==> src/rtl/ctq_pkg.sv <==
package ctq_pkg;
    // ========================================================
    // widths
    localparam int CTQ_ADDR_W = 12;
    localparam int CTQ_NUM_DI = 6;
    localparam int CTQ_OTHER_W = 16;
    localparam int CTQ_TIME_W = 17;
    localparam int CTQ_CFG_W = 16;
    // ========================================================
    // register byte addresses
    localparam logic [11:0] CTQ_ADDR_CFG = 12'h000;
    localparam logic [11:0] CTQ_ADDR_ENSEL = 12'h004;
    localparam logic [11:0] CTQ_ADDR_STAT = 12'h008;
    // ========================================================
    // timer 1 day/season configuration word
    localparam logic [15:0] CTQ_CFG_RESET = 16'h0780;
    localparam logic [15:0] CTQ_CFG_WMASK = 16'h3FFF;
    localparam int CTQ_WD_LSB = 0;
    localparam int CTQ_WD_N = 7;
    localparam int CTQ_SEASON_LSB = 7;
    localparam int CTQ_SEASON_N = 4;
    localparam int CTQ_EXC_BIT = 11;
    localparam int CTQ_HOL_BIT = 12;
    localparam int CTQ_WORK_BIT = 13;
    // ========================================================
    // enable source select register
    localparam int CTQ_ENSEL_CODE_LSB = 0;
    localparam int CTQ_ENSEL_IDX_LSB = 4;
    localparam logic [7:0] CTQ_ENSEL_RESET = 8'h00;
    localparam logic [3:0] CTQ_SRC_OFF = 4'h0;
    localparam logic [3:0] CTQ_SRC_ON = 4'h1;
    localparam logic [3:0] CTQ_SRC_DI1 = 4'h2;
    localparam logic [3:0] CTQ_SRC_DI6 = 4'h7;
    localparam logic [3:0] CTQ_SRC_OTHER = 4'h8;
    // ========================================================
    // status register bits
    localparam int CTQ_STAT_ACTIVE = 0;
    localparam int CTQ_STAT_ENABLE = 1;
    localparam int CTQ_STAT_WINDOW = 2;
    localparam int CTQ_STAT_DAYQ = 3;
    // ========================================================
    // seconds in one day
    localparam logic [17:0] CTQ_DAY_SECONDS = 18'h15180;
endpackage

==> src/rtl/ctq_qual_if.sv <==
`timescale 1ns/1ns
`default_nettype none
interface ctq_qual_if;
    import ctq_pkg::*;
    logic [3:0] src_code;
    logic [3:0] other_idx;
    logic [CTQ_NUM_DI-1:0] di_status;
    logic [CTQ_OTHER_W-1:0] other_word;
    logic src_enable;
    logic [CTQ_TIME_W-1:0] cur_time;
    logic [CTQ_TIME_W-1:0] start_time;
    logic [CTQ_TIME_W-1:0] duration;
    logic in_window;
    modport core (
        output src_code, other_idx, di_status, other_word,
        output cur_time, start_time, duration,
        input src_enable, in_window
    );
    modport sel (
        input src_code, other_idx, di_status, other_word,
        output src_enable
    );
    modport win (
        input cur_time, start_time, duration,
        output in_window
    );
endinterface
`default_nettype wire

==> src/rtl/ctq_en_sel.sv <==
`timescale 1ns/1ns
`default_nettype none
module ctq_en_sel (
    // selector side of the shared bundle
    ctq_qual_if.sel q
);
    import ctq_pkg::*;

    logic [CTQ_NUM_DI-1:0] di_hit;

    genvar k;
    generate
        for (k = 0; k < CTQ_NUM_DI; k++) begin : g_di
            assign di_hit[k] = (q.src_code == CTQ_SRC_DI1 + 4'(k))
                && q.di_status[k]; // RQ9
        end
    endgenerate

    // codes above the other-bit choice select nothing and read as off
    always_comb begin
        q.src_enable = (|di_hit)
            || (q.src_code == CTQ_SRC_ON) // RQ11
            || ((q.src_code == CTQ_SRC_OTHER)
                && q.other_word[q.other_idx]); // RQ10
    end
endmodule
`default_nettype wire

==> src/rtl/ctq_window.sv <==
`timescale 1ns/1ns
`default_nettype none
module ctq_window (
    // window side of the shared bundle
    ctq_qual_if.win q
);
    import ctq_pkg::*;

    logic [17:0] end_c;
    logic [17:0] now_c;
    logic [17:0] start_c;

    // a window that runs past midnight continues into the next day
    always_comb begin
        start_c = {1'b0, q.start_time};
        now_c = {1'b0, q.cur_time};
        end_c = start_c + {1'b0, q.duration};
        if (q.duration == '0 || start_c >= CTQ_DAY_SECONDS) begin
            q.in_window = 1'b0;
        end else if (end_c <= CTQ_DAY_SECONDS) begin
            q.in_window = (now_c >= start_c) && (now_c < end_c); // RQ12
        end else begin
            q.in_window = (now_c >= start_c)
                || (now_c < end_c - CTQ_DAY_SECONDS); // RQ12
        end
    end
endmodule
`default_nettype wire

==> src/rtl/ctq_top.sv <==
// How it works
// (RQ1) Config bits 0..6 allow Monday..Sunday as start days; the code checks the current weekday, also past midnight in a window.
// (RQ2) Config bits 7..10 allow seasons one..four; current season bit must be set.
// (RQ3) Exception bit 11 clear: only weekday, season and time window count.
// (RQ4) Bit 11 set: exception days follow bits 12/13; both clear means inactive.
// (RQ5) Holiday bit 12, with bit 11, allows holiday exception days in window.
// (RQ6) Workday bit 13, with bit 11, allows workday exception days in window.
// (RQ7) On exception days weekday and season bits are ignored.
// (RQ8) Configuration word resets to 0x0780: all seasons, no weekdays.
// (RQ9) Enable source may be debounced digital input one..six, bits 0..5; the code only synchronises the pins with two flops.
// (RQ10) Enable source may be any single bit of another status word.
// (RQ11) Enable source may be constant off (0) or on (1); off by default.
// (RQ12) Output needs enable, qualifying day and time inside start..start+dur.
// (RQ13) Config bits 14 and 15 read zero and have no effect.
//
// Added by the designer: the register addresses and register access over APB.
`timescale 1ns/1ns
`default_nettype none
module ctq_top (
    // clock and reset
    input wire logic pclk,
    input wire logic presetn,
    // apb slave
    input wire logic psel,
    input wire logic penable,
    input wire logic pwrite,
    input wire logic [ctq_pkg::CTQ_ADDR_W-1:0] paddr,
    input wire logic [31:0] pwdata,
    input wire logic [3:0] pstrb,
    output logic pready,
    output logic [31:0] prdata,
    output logic pslverr,
    // digital input pins, raw
    input wire logic digital_input_one,
    input wire logic digital_input_two,
    input wire logic digital_input_three,
    input wire logic digital_input_four,
    input wire logic digital_input_five,
    input wire logic digital_input_six,
    // another device status word
    input wire logic [ctq_pkg::CTQ_OTHER_W-1:0] other_status_word,
    // calendar source
    input wire logic [2:0] cur_weekday,
    input wire logic [1:0] cur_season,
    input wire logic exc_day_holiday,
    input wire logic exc_day_workday,
    input wire logic [ctq_pkg::CTQ_TIME_W-1:0] cur_time,
    input wire logic [ctq_pkg::CTQ_TIME_W-1:0] start_time,
    input wire logic [ctq_pkg::CTQ_TIME_W-1:0] duration,
    // result
    output logic timer1_active
);
    import ctq_pkg::*;

    // ========================================================
    // declarations
    logic [CTQ_CFG_W-1:0] cfg_q;
    logic cfg_written_q;
    logic [7:0] ensel_q;
    logic [3:0] stat_q;
    logic pready_q;
    logic [31:0] prdata_q;
    logic pslverr_q;
    logic active_q;
    logic [CTQ_NUM_DI-1:0] di_meta_q;
    logic [CTQ_NUM_DI-1:0] debounced_input_status_word_q;
    logic [CTQ_NUM_DI-1:0] di_pins;
    logic setup_c;
    logic wr_c;
    logic hit_c;
    logic [31:0] rd_c;
    logic [CTQ_WD_N-1:0] wd_bits;
    logic [CTQ_SEASON_N-1:0] season_bits;
    logic weekday_ok;
    logic season_ok;
    logic exc_day;
    logic exc_rule_day;
    logic exc_sel_ok;
    logic day_qual;
    logic active_d;

    ctq_qual_if qif();

    // ========================================================
    // submodules
    ctq_en_sel u_en_sel (
        .q(qif.sel)
    );

    ctq_window u_window (
        .q(qif.win)
    );

    assign qif.src_code = ensel_q[CTQ_ENSEL_CODE_LSB +: 4];
    assign qif.other_idx = ensel_q[CTQ_ENSEL_IDX_LSB +: 4];
    assign qif.di_status = debounced_input_status_word_q;
    assign qif.other_word = other_status_word;
    assign qif.cur_time = cur_time;
    assign qif.start_time = start_time;
    assign qif.duration = duration;

    // ========================================================
    // digital input synchroniser
    assign di_pins = {digital_input_six, digital_input_five,
        digital_input_four, digital_input_three,
        digital_input_two, digital_input_one};

    // pins are asynchronous; only the second stage feeds logic
    always_ff @(posedge pclk or negedge presetn) begin
        if (!presetn) begin
            di_meta_q <= '0;
            debounced_input_status_word_q <= '0;
        end else begin
            di_meta_q <= di_pins;
            debounced_input_status_word_q <= di_meta_q; // RQ9
        end
    end

    // ========================================================
    // apb slave: zero wait states, answer ready in the access phase
    assign setup_c = psel && !penable;
    assign wr_c = psel && penable && pwrite && pready_q;
    assign hit_c = (paddr == CTQ_ADDR_CFG) || (paddr == CTQ_ADDR_ENSEL)
        || (paddr == CTQ_ADDR_STAT);

    always_comb begin
        rd_c = '0;
        case (paddr)
            CTQ_ADDR_CFG: begin
                rd_c[CTQ_CFG_W-1:0] = cfg_q; // RQ13
            end
            CTQ_ADDR_ENSEL: begin
                rd_c[7:0] = ensel_q;
            end
            CTQ_ADDR_STAT: begin
                rd_c[3:0] = stat_q;
            end
            default: begin
                rd_c = '0;
            end
        endcase
    end

    // read data is sampled in the setup cycle, so status may lag one cycle
    always_ff @(posedge pclk or negedge presetn) begin
        if (!presetn) begin
            pready_q <= 1'b0;
            prdata_q <= '0;
            pslverr_q <= 1'b0;
        end else begin
            pready_q <= setup_c;
            if (setup_c) begin
                prdata_q <= pwrite ? 32'h0000_0000 : rd_c;
                pslverr_q <= !hit_c;
            end else if (pready_q) begin
                pslverr_q <= 1'b0;
            end
        end
    end

    assign pready = pready_q;
    assign prdata = prdata_q;
    assign pslverr = pslverr_q;

    // ========================================================
    // configuration register
    always_ff @(posedge pclk or negedge presetn) begin
        if (!presetn) begin
            cfg_q <= CTQ_CFG_RESET; // RQ8
            cfg_written_q <= 1'b0;
        end else if (wr_c && paddr == CTQ_ADDR_CFG && |pstrb[1:0]) begin
            cfg_written_q <= 1'b1;
            if (pstrb[0]) begin
                cfg_q[7:0] <= pwdata[7:0];
            end
            if (pstrb[1]) begin
                cfg_q[15:8] <= pwdata[15:8] & CTQ_CFG_WMASK[15:8]; // RQ13
            end
        end
    end

    // ========================================================
    // enable source select register
    always_ff @(posedge pclk or negedge presetn) begin
        if (!presetn) begin
            ensel_q <= CTQ_ENSEL_RESET; // RQ11
        end else if (wr_c && paddr == CTQ_ADDR_ENSEL && pstrb[0]) begin
            ensel_q <= pwdata[7:0];
        end
    end

    // ========================================================
    // day qualification
    assign wd_bits = cfg_q[CTQ_WD_LSB +: CTQ_WD_N];
    assign season_bits = cfg_q[CTQ_SEASON_LSB +: CTQ_SEASON_N];

    always_comb begin
        // weekday code 7 is not a day and never qualifies
        weekday_ok = (cur_weekday <= 3'h6) ? wd_bits[cur_weekday] : 1'b0; // RQ1
        season_ok = season_bits[cur_season]; // RQ2
        exc_day = exc_day_holiday || exc_day_workday;
        exc_rule_day = cfg_q[CTQ_EXC_BIT] && exc_day; // RQ3
        exc_sel_ok = (exc_day_holiday && cfg_q[CTQ_HOL_BIT]) // RQ5
            || (exc_day_workday && cfg_q[CTQ_WORK_BIT]); // RQ6
        if (exc_rule_day) begin
            day_qual = exc_sel_ok; // RQ4 RQ7
        end else begin
            day_qual = weekday_ok && season_ok;
        end
        active_d = qif.src_enable && day_qual && qif.in_window; // RQ12
    end

    always_ff @(posedge pclk or negedge presetn) begin
        if (!presetn) begin
            active_q <= 1'b0;
        end else begin
            active_q <= active_d; // RQ12
        end
    end

    always_ff @(posedge pclk or negedge presetn) begin
        if (!presetn) begin
            stat_q <= '0;
        end else begin
            stat_q[CTQ_STAT_ACTIVE] <= active_d;
            stat_q[CTQ_STAT_ENABLE] <= qif.src_enable;
            stat_q[CTQ_STAT_WINDOW] <= qif.in_window;
            stat_q[CTQ_STAT_DAYQ] <= day_qual;
        end
    end

    assign timer1_active = active_q;
endmodule
`default_nettype wire

==> config.mk <==
export PLATFORM = sky130hd
export DESIGN_NAME = ctq_top
export DESIGN_NICKNAME = d
export VERILOG_FILES = /design/src/rtl/ctq_pkg.sv /design/src/rtl/ctq_qual_if.sv /design/src/rtl/ctq_en_sel.sv /design/src/rtl/ctq_window.sv /design/src/rtl/ctq_top.sv
export SDC_FILE = /design/constraint.sdc
export NUM_CORES = 1
export LEC_CHECK = 0
export BUFFER_PORTS_ARGS = -buffer_cell sky130_fd_sc_hd__clkbuf_2
export CAP_MARGIN = 20
export CORE_MARGIN = 2
export CORE_UTILIZATION = 50
export CTS_CLUSTER_DIAMETER = 200
export DETAILED_ROUTE_END_ITERATION = 12
export PLACE_DENSITY = 0.8
export SLEW_MARGIN = 20
export SYNTH_ARGS = -nofsm -noshare
export SYNTH_HDL_FRONTEND = slang
export SYNTH_SLANG_ARGS = --single-unit
==> constraint.sdc <==
create_clock -name pclk -period 3.5 [get_ports pclk]
set_input_delay 0.35 -clock pclk [delete_from_list [all_inputs] [get_ports pclk]]
set_output_delay 0.35 -clock pclk [all_outputs]
set_load 0.005 [all_outputs]
==> results of run 1 <==
[how the worst max path moves through the flow]
stage	start	end	slack, ns	depth (start not counted)
2_1_floorplan	start_time[0]	stat_q[0]	-0.07	16
3_5_place_dp	start_time[0]	stat_q[0]	-0.50	17
5_1_grt	start_time[0]	stat_q[2]	-0.20	17
3_3_place_gp	start_time[0]	stat_q[2]	-0.37	17
4_1_cts	start_time[0]	stat_q[0]	-0.06	17
6_report	start_time[6]	stat_q[2]	-0.06	20
[critical path: stages]
cell      delay, ns
clkbuf_2       0.12
ha_1           0.34
buf_4          0.15
o21ai_0        0.08
a22oi_1        0.24
nand2_1        0.14
xnor2_2        0.17
inv_1          0.07
buf_4          0.13
ha_1           0.20
nand2b_1       0.16
a21o_1         0.19
a21oi_2        0.14
a21oi_1        0.07
maj3_2         0.32
a21oi_2        0.13
nor4_2         0.07
o41ai_2        0.35
a311oi_2       0.18
a211oi_1       0.18
[repair_timing]
| item | CTS | global route |
|---|---|---|
| pin swaps | 3 | 15 |
| gates resized for setup | 11 | 20 |
| setup endpoints to repair | 2 | 2 |
| buffers inserted | 2 | 5 |
[cells in the final DEF, fill, tap and decap left out, types with 3 or more instances in the layout]
cell type | netlist | layout
nor4_1 | 9 | 7
a21o_1 | 11 | 11
buf_4 | 19 | 71
xnor2_2 | 3 | 5
a21oi_1 | 27 | 25
nand2_1 | 30 | 30
nor2b_1 | 7 | 7
o21ai_2 | 1 | 3
dfrtp_1 | 50 | 50
inv_1 | 33 | 33
a21oi_2 | 5 | 7
xor2_1 | 7 | 7
mux4_2 | 7 | 7
o21ai_1 | 3 | 3
xnor2_1 | 8 | 6
nor2_1 | 30 | 29
conb_1 | 1 | 18
ha_4 | 0 | 3
o21ai_0 | 31 | 28
clkbuf_2 | 0 | 127
a211oi_2 | 0 | 4
ha_1 | 57 | 52
mux2i_1 | 11 | 11
mux2_2 | 22 | 22
dfstp_2 | 4 | 4
nand3_1 | 8 | 7
clkbuf_8 | 0 | 5
nand2b_1 | 5 | 4
nor3_1 | 9 | 9
or3_1 | 3 | 3
nand4_1 | 9 | 9
a22o_1 | 11 | 11
o21a_1 | 3 | 3
[flip-flops by register name, summed over array words and instances, names as in the netlist]
| name | flops |
|---|---|
| cfg_q | 14 |
| prdata | 14 |
| ensel_q | 8 |
| debounced_input_status_word_q | 6 |
| di_meta_q | 6 |
| stat_q | 4 |
| pready | 1 |
| pslverr | 1 |
[cell families after synthesis]
group | count (synthesis) | share of synthesized area
and+or+nand+nor | 128 | 0.1372
AOI/OAI and AO/OA | 136 | 0.2109
buffers and inverters | 63 | 0.06530
DFF | 54 | 0.2843
muxes | 40 | 0.1081
adders and majority gates | 59 | 0.1558
xor gates and xnor gates | 18 | 0.03777
other | 1 | 0.0007860
[routing by layer]
metal,track usage,part of all wire,vias to the layer above
met3,0.02553,0.066,23
met1,0.3049,0.41,2192
li1,-,-,2225
met2,0.4448,0.50,201
met5,0,0,-
met4,0.08212,0.018,0
[layout make-up]
| type | count | area, um2 |
|---|---|---|
| Sequential cell | 54 | 1356 |
| Timing Repair Buffer | 200 | 1195 |
| Inverter | 34 | 127.6 |
| Multi-Input combinational cell | 399 | 3354 |
| Clock buffer | 5 | 68.82 |
| Fill cell | 706 | 2928 |
| Clock inverter | 3 | 48.80 |
| Tap cell | 129 | 161.4 |
[power by group through the flow]
| stage | clock network [mW] | logic [mW] | registers (mW) |
|---|---|---|---|
| 6_report | 0.421 | 0.973 | 0.642 |
| 5_1_grt | 0.454 | 1.07 | 0.642 |
| 4_1_cts | 0.428 | 0.922 | 0.641 |
| 3_5_place_dp | 0 | 0.882 | 0.654 |
| 3_3_place_gp | 0 | 0.843 | 0.653 |
| 2_1_floorplan | 0 | 0.553 | 0.652 |
[metrics by stage]
step | TNS, ns | total power [mW] | setup slack [ns] | utilization | hold WS (ns)
6_report | -0.1119 | 2.035 | -0.06387 | 0.6831 | 0.1431
3_3_place_gp | -0.7321 | 1.496 | -0.3661 | 0.6490 | 0.3332
2_1_floorplan | -0.1465 | 1.205 | -0.07327 | - | 0.05441
4_1_cts | -0.1141 | 1.991 | -0.06080 | 0.6708 | 0.1388
3_5_place_dp | -0.9904 | 1.536 | -0.4989 | 0.6490 | 0.3379
5_1_grt | -0.4044 | 2.163 | -0.2026 | 0.6831 | 0.1273
==> reports/results.txt, run 1 <==
RD Place Congestion: 0.9155
Post-placement cell count: 809
Post-detailed-route count of antenna-violating nets: 0
GR Overflow Total: 0
Antenna cells: 0
Net switching fraction of the power: 0.3437
Largest net degree at the start of global routing: 55
Count of flip-flops with a built-in enable after synthesis: 0
Top-area cell type share of the netlist area: 0.2623
Area overhead of the layout relative to synthesis: 32.31%
Final non-filler cell total: 824
Unique cell type count in the Yosys netlist: 73
Maximum fanout count along the critical path: 3
Category of the worst setup path launch point: input pin
Post-place instance area: 5997 um2
Max-Slew Margin vs Limit: 0.5254
Final min period: 3.564 ns
Sequential element share of the synthesized area: 0.2843
Post-route cell area: 6312 um2
Routed len/inst: 15.88 um
Post-Synthesis Cell Area: 4771 um2
TritonCTS clock tree: built
Pwr Density: 322.4 nW/um2
Start-to-end type of the worst setup path: input pin to register
Detailed Routing Iterations Pass 1: 5
Number of instances in the synthesized netlist: 499
Hold_sp: digital_input_five
Transition time at the pin with the least slew margin: 0.7065 ns
Number of global-route vias before repair: 4570
Avg Vias per Cell: 5.632
Total detailed-routing wirelength: 13090 um
Switching power total: 0.6995 mW
Global-route wire length before repair: 20440 um
Worst-skew pair later-pin latency: 0.31 ns
Failing checks: setup timing
Row count: 35
R2r worst-path depth: 6
Clock Path Buffers: 2
Max Freq: 280.6 MHz
Final worst-path cycle share: 1.018
Syn Area/Cell: 9.561 um2
Number of vias after detailed routing: 4641
Worst-path clk slew: 0.09 ns
Max VDD drop: 196.0 uV
Cell internal power dissipation: 1.336 mW
DR iter-0 viols: 154
Die extent in y: 101.7 um
Max-cap check violation count: 0
Final Slew Violations: 0
Number of clock sinks: 54
End of the worst hold path: di_meta_q[4]
Initial antenna violation count: 0
Clock H-tree levels: 2
Outcome: finished with violations
Sequential power share: 0.315
CTS buffer count: 5
Post-route worst setup slack: -0.06387 ns
DRC violations left: 0
I/O pins: 168
GR Util All Layers: 0.2461
Number of instances on the worst hold path: 1
Die Outline Area: 10340 um2
Number of hold buffers added after cts: 0
Reg2reg start: ensel_q[4]
RSZ-0062 raised after global routing: yes
Synth Warn #: 0
Most frequent cell after synthesis: ha_1
Leading area contributor after synthesis: dfrtp_1
Final hold viol count: 0
Commonest cells in the synthesized netlist: 57 x ha_1, 50 x dfrtp_1, 33 x inv_1
Die Width: 101.7 um
Static leakage power: 3.178 nW
Finish-stage setup viols: 2
Type of element capturing the critical path: register
Layout cells sized above 1: 0.4201
HPWL Detailed: 10960 um
Path type of the worst min-delay path: input pin to register
Number of nets in the finished design: 885
Top cells by area, synth: dfrtp_1 26%, ha_1 15%, mux2_2 5.2%
Worst flop-to-flop path endpoint: stat_q[0]
Core Box Area: 9240 um2
Worst R2R Setup Slack: 1.46 ns
Number of register bits inferred by synthesis: 54
Root Driver: clkbuf_8
Leading register cell type out of synthesis: dfrtp_1
Setup Skew: 0.01074 ns
Port buffer count: 129
Synth async-reset ratio: 1.000
CP required: 3.72 ns
Clk pwr share: 0.207
Worst Path Arrival: 3.78 ns
Comb pwr share: 0.478
Initial Utilization: 0.5163
Power figures use the tool's default switching activity.
==> inputs of run 2 (changes only) <==
--- a/config.mk
+++ b/config.mk
@@ -9,6 +9,7 @@
 export CAP_MARGIN = 20
 export CORE_MARGIN = 2
 export CORE_UTILIZATION = 50
+export CTS_BUF_LIST = sky130_fd_sc_hd__clkbuf_16
 export CTS_CLUSTER_DIAMETER = 200
 export DETAILED_ROUTE_END_ITERATION = 12
 export PLACE_DENSITY = 0.8
==> reports/results.txt, run 2 (synthesis gave the netlist of run 1 again) <==
Final min period: 3.584 ns
Path type of the worst min-delay path: input pin to register
Worst-case hold slack: 0.1648 ns
End of the worst hold path: di_meta_q[4]
DR iter-0 viols: 172
Net switching fraction of the power: 0.3280
GR peak layer: met2
Met1 routing resource usage after global routing: 0.3042
Pwr Density: 341.3 nW/um2
Switching power total: 0.7128 mW
Post-Place Setup Slack: -0.4989 ns
Post-route worst setup slack: -0.08383 ns
Number of global-route vias before repair: 4624
Number of instances on the worst hold path: 1
Final non-filler cell total: 824
Routing usage on met3: 0.02968
Final worst-path cycle share: 1.024
Worst-skew pair later-pin latency: 0.29 ns
GR Overflow Total: 0
Die Width: 101.7 um
CTS buffer count: 5
Post-place instance area: 5997 um2
Hold_sp: digital_input_five
Layout cells sized above 1: 0.4201
Row count: 35
Avg Vias per Cell: 5.652
Setup TNS Final: -0.1542 ns
Outcome: finished with violations
Area overhead of the layout relative to synthesis: 33.49%
Root Driver: clkbuf_16
Finish-stage setup viols: 2
Global-route wire length before repair: 20610 um
Worst Path Arrival: 3.78 ns
Clk pwr share: 0.257
Max Freq: 279.0 MHz
Final hold viol count: 0
Sequential cell area: 1356 um2
Transition time at the pin with the least slew margin: 0.7264 ns
Number of nets in the finished design: 885
Setup Skew: 0.006473 ns
Worst flop-to-flop path endpoint: stat_q[0]
Initial antenna violation count: 0
Worst-path clk slew: 0.07 ns
Most frequent cells in the layout: 127 x clkbuf_2, 71 x buf_4, 52 x ha_1, 50 x dfrtp_1, 33 x inv_1
TritonCTS clock tree: built
Start-to-end type of the worst setup path: input pin to register
Final Core Density: 0.6892
Final Slew Violations: 0
Post-detailed-route count of antenna-violating nets: 0
I/O pins: 168
Reg2reg start: ensel_q[4]
Max-cap check violation count: 0
Port buffer count: 129
Comb pwr share: 0.448
Post-placement cell count: 809
Category of the worst setup path launch point: input pin
Core Box Area: 9240 um2
Total detailed-routing wirelength: 13170 um
Detailed Routing Iterations Pass 1: 4
Static leakage power: 3.204 nW
Pwr Total: 2.173 mW
Type of element capturing the critical path: register
RSZ-0062 raised after global routing: yes
Antenna cells: 0
Maximum fanout count along the critical path: 3
R2r worst-path depth: 6
Max-Slew Margin vs Limit: 0.5120
Worst R2R Setup Slack: 1.47 ns
Most frequent standard cell in the layout excluding fill and tap cells: clkbuf_2
Initial Utilization: 0.5163
Multi-input gate area in the final layout: 3354 um2
Die extent in y: 101.7 um
Met2 track utilization from global routing: 0.4459
Routed len/inst: 15.98 um
Cell internal power dissipation: 1.461 mW
RD Place Congestion: 0.9155
Number of clock sinks: 54
Largest net degree at the start of global routing: 55
Die Outline Area: 10340 um2
DRC violations left: 0
Sequential power share: 0.295
Filler Cell Count: 697
Worst Setup SP: start_time[6]
Clock Path Buffers: 2
GR Util All Layers: 0.2486
Post-route cell area: 6369 um2
HPWL Detailed: 10960 um
CP required: 3.70 ns
Clock H-tree levels: 2
Number of vias after detailed routing: 4657
Failing checks: setup timing
Max VDD drop: 218.3 uV
==> run 2: worst max-delay path by stage <==
stage / to / slack (ns) / depth (start not counted)
detailed placement: stat_q[0] / -0.50 / 17
CTS: stat_q[0] / -0.08 / 17
global route: stat_q[2] / -0.23 / 17
floorplan: stat_q[0] / -0.07 / 16
finish: stat_q[2] / -0.08 / 20
global placement: stat_q[2] / -0.37 / 17
==> run 2: per-layer routing <==
layer / share of wire / vias up
met5: 0 / -
met3: 0.066 / 20
met2: 0.51 / 189
li1: - / 2228
met1: 0.41 / 2220
met4: 0.016 / 0
==> run 2: final cells by class <==
type                    count  area share
clock buffers               5     0.01965
multi-input cells         399      0.5267
inverters                  34     0.02004
flip-flops and latches     54      0.2130
well taps                 129     0.02534
repair buffers            200      0.1876
clock inverters             3    0.007662
==> run 2: repair_timing <==
item | CTS | global route
setup endpoints to repair | 2 | 2
hold buffers | 0 | 0
gates resized for setup | 11 | 20
pin swaps | 3 | 15
cloned | 0 | 0
buffers inserted | 2 | 5
==> run 2: worst max-delay path: stages <==
cell,delay [ns]
clkbuf_2,0.12
ha_1,0.34
buf_4,0.15
o21ai_0,0.08
a22oi_1,0.24
nand2_1,0.14
xnor2_2,0.17
inv_1,0.07
buf_4,0.13
ha_1,0.20
nand2b_1,0.16
a21o_1,0.19
a21oi_2,0.14
a21oi_1,0.06
maj3_2,0.32
a21oi_2,0.13
nor4_2,0.07
o41ai_2,0.35
a311oi_2,0.18
a211oi_1,0.19
==> run 2: power by group through the flow <==
stage / Sequential (mW) / Combinational [mW] / Clock, mW
floorplan: 0.652 / 0.553 / 0
global placement: 0.653 / 0.843 / 0
detailed placement: 0.654 / 0.882 / 0
CTS: 0.642 / 0.922 / 0.570
global route: 0.642 / 1.07 / 0.599
finish: 0.641 / 0.973 / 0.559
==> inputs of run 3 (changes only) <==
--- a/config.mk
+++ b/config.mk
@@ -5,14 +5,14 @@
 export SDC_FILE = /design/constraint.sdc
 export NUM_CORES = 1
 export LEC_CHECK = 0
+export ABC_AREA = 1
 export BUFFER_PORTS_ARGS = -buffer_cell sky130_fd_sc_hd__clkbuf_2
 export CAP_MARGIN = 20
-export CORE_MARGIN = 2
 export CORE_UTILIZATION = 50
 export CTS_BUF_LIST = sky130_fd_sc_hd__clkbuf_16
 export CTS_CLUSTER_DIAMETER = 200
 export DETAILED_ROUTE_END_ITERATION = 12
-export PLACE_DENSITY = 0.8
+export PLACE_DENSITY = 0.79
 export SLEW_MARGIN = 20
 export SYNTH_ARGS = -nofsm -noshare
 export SYNTH_HDL_FRONTEND = slang
==> reports/results.txt, run 3 <==
Worst-case hold slack: 0.07510 ns
Sequential element share of the synthesized area: 0.2721
GR Overflow Total: 0
Global-route wire length before repair: 19980 um
Die Outline Area: 10370 um2
Post-route worst setup slack: 0.2658 ns
Die Width: 101.8 um
Clock Path Buffers: 2
Leading area contributor after synthesis: dfrtp_1
Number of register bits inferred by synthesis: 54
Max VDD drop: 202.0 uV
CP required: 3.72 ns
Max Freq: 309.2 MHz
Row count: 36
Pwr Density: 310.2 nW/um2
Number of nets in the finished design: 1042
Outcome: completed
Comb pwr share: 0.415
Number of clock sinks: 54
Core Box Area: 9729 um2
Transition time at the pin with the least slew margin: 0.7066 ns
Max-Slew Margin vs Limit: 0.5272
Met1 routing resource usage after global routing: 0.2889
Number of instances in the synthesized netlist: 691
Most frequent cells in the layout: 134 x nand2_1, 129 x clkbuf_2, 110 x inv_1, 54 x ha_1
Start-to-end type of the worst setup path: input pin to register
Antenna cells: 0
Final min period: 3.234 ns
Most frequent cell after synthesis: nand2_1
Path type of the worst min-delay path: input pin to asynchronous set/reset pin
I/O pins: 168
TritonCTS clock tree: built
Post-Place Setup Slack: -0.1776 ns
Final Slew Violations: 0
Final hold viol count: 0
Root Driver: clkbuf_16
Cell internal power dissipation: 1.235 mW
Unique cell type count in the Yosys netlist: 47
Worst-path clk slew: 0.06 ns
Leading register cell type out of synthesis: dfrtp_1
Type of element capturing the critical path: register
Avg Vias per Cell: 5.145
Count of flip-flops with a built-in enable after synthesis: 0
Clk pwr share: 0.248
Static leakage power: 3.501 nW
Layout cells sized above 1: 0.2547
Switching power total: 0.6664 mW
Most prevalent standard cell on the critical path: nand2_1
Final non-filler cell total: 985
Category of the worst setup path launch point: input pin
Number of hold buffers added after cts: 0
Synth async-reset ratio: 1.000
Worst-skew pair later-pin latency: 0.29 ns
Finish-stage setup viols: 0
Number of vias after detailed routing: 5068
Critical path's slowest cell: fa_2
HPWL Detailed: 10530 um
Top-area cell type share of the netlist area: 0.2510
Post-Synthesis Cell Area: 4985 um2
Met2 track utilization from global routing: 0.4652
Most frequent standard cell in the layout excluding fill and tap cells: nand2_1
Area overhead of the layout relative to synthesis: 22.99%
CTS buffer count: 5
Largest net degree at the start of global routing: 29
Routed len/inst: 12.70 um
DRC violations left: 0
Max-cap check violation count: 0
Top cells by area, synth: dfrtp_1 25%, ha_1 14%, nand2_1 10%
RSZ-0062 raised after global routing: no
RD Place Congestion: 0.9304
Worst Path Arrival: 3.45 ns
Maximum fanout count along the critical path: 2
Post-detailed-route count of antenna-violating nets: 0
Routing usage on met3: 0.02326
Total detailed-routing wirelength: 12510 um
Sequential power share: 0.337
GR Util All Layers: 0.2439
Net switching fraction of the power: 0.3504
Delay of the slowest cell on the worst path: 0.34 ns
Detailed Routing Iterations Pass 1: 5
Initial antenna violation count: 0
Initial Utilization: 0.5123
Die extent in y: 101.8 um
Synth Warn #: 0
Final worst-path cycle share: 0.9240
Setup Skew: 0.004217 ns
GR peak layer: met2
Syn Area/Cell: 7.214 um2
Clock H-tree levels: 2
Number of global-route vias before repair: 4677
DR iter-0 viols: 153
Port buffer count: 129
Final Core Density: 0.6301
Post-placement cell count: 975
Commonest cells in the synthesized netlist: 138 x nand2_1, 109 x inv_1, 57 x ha_1
==> run 3: changes by cell type in the layout (fill, tap and decap cells not counted), sizes merged, moves of 18 or more <==
cell   delta
inv      +81
nor2     +28
buf      -44
nand2   +119
a21oi    +23
mux2     -18
nand3    +34
==> run 3: kinds of logic (layout without fill, tap and decap cells) <==
logic type                 after synthesis  after routing  share of synthesized area
buffers and inverters                  137            281                     0.1170
DFF                                     54             54                     0.2721
AOI/OAI and AO/OA                      126            126                     0.1559
other                                    1             18                  0.0007523
adders and majority gates               58             58                     0.1471
muxes                                   13             13                    0.02711
and+or+nand+nor                        288            288                     0.2540
xor gates and xnor gates                14             14                    0.02611
==> run 3: path summary, 6_finish.rpt <==
kind / start / to / slack (ns) / cells past startpoint
setup / recovery: start_time[0] / stat_q[0] / 0.27 / 27
hold / removal: presetn / cfg_q[0] / 0.08 / 1
setup reg to reg: ensel_q[4] / stat_q[0] / 1.78 / 10
hold reg to reg: di_meta_q[4] / debounced_input_status_word_q[4] / 0.35 / 0
max in group asynchronous: presetn / cfg_q[9] / 2.61 / 2
min in group pclk: digital_input_three / di_meta_q[2] / 0.16 / 1
==> run 3: routing by layer <==
metal	part of all wire	routed length [um]	vias to the layer above
li1	-	-	2611
met1	0.43	5401	2283
met2	0.50	6264	150
met3	0.048	597	24
met4	0.020	246	0
met5	0	0	-
==> run 3: worst max-delay path: cells and delay by family <==
family | cells | cell delay, ns
buffers and inverters | 4 | 0.36
XOR/XNOR | 2 | 0.30
AO/OA/AOI/OAI | 3 | 0.39
adder cells (fa/ha/maj) | 3 | 0.80
AND/OR/NAND/NOR | 15 | 1.26
==> run 3: power groups by stage <==
stage	combinational (mW)	sequential, mW	clock [mW]
final	0.789	0.641	0.471
after global routing	0.906	0.642	0.502
after CTS	0.764	0.641	0.477
after detailed placement	0.759	0.653	0
after global placement	0.748	0.653	0
after floorplan	0.513	0.652	0
==> run 3: repair_timing <==
item | CTS | global route
gates resized for setup | 0 | 15
buffers inserted | 0 | 2
endpoints found under the hold margin | 0 | 0
setup endpoints to repair | 0 | 2
==> run 3: final cells by class <==
cell class                 count  area [um2]
clock buffer                   5       125.1
clock inverter                 3       17.52
fill                         894        3598
inverter                     115       431.7
multi-input combinational    517        3171
sequential                    54        1356
tap                          133       166.4
timing repair buffer         158       863.3
==> run 3: metrics by stage <==
| step | power (mW) | TNS, ns | instance area [um2] |
|---|---|---|---|
| 6_report | 1.902 | 0 | 6131 |
| 4_1_cts | 1.883 | 0 | 6055 |
| 3_5_place_dp | 1.412 | -0.3156 | 5912 |
| 2_1_floorplan | 1.165 | 0 | 5049 |
| 3_3_place_gp | 1.401 | -0.1958 | 5912 |
| 5_1_grt | 2.050 | 0 | 6131 |
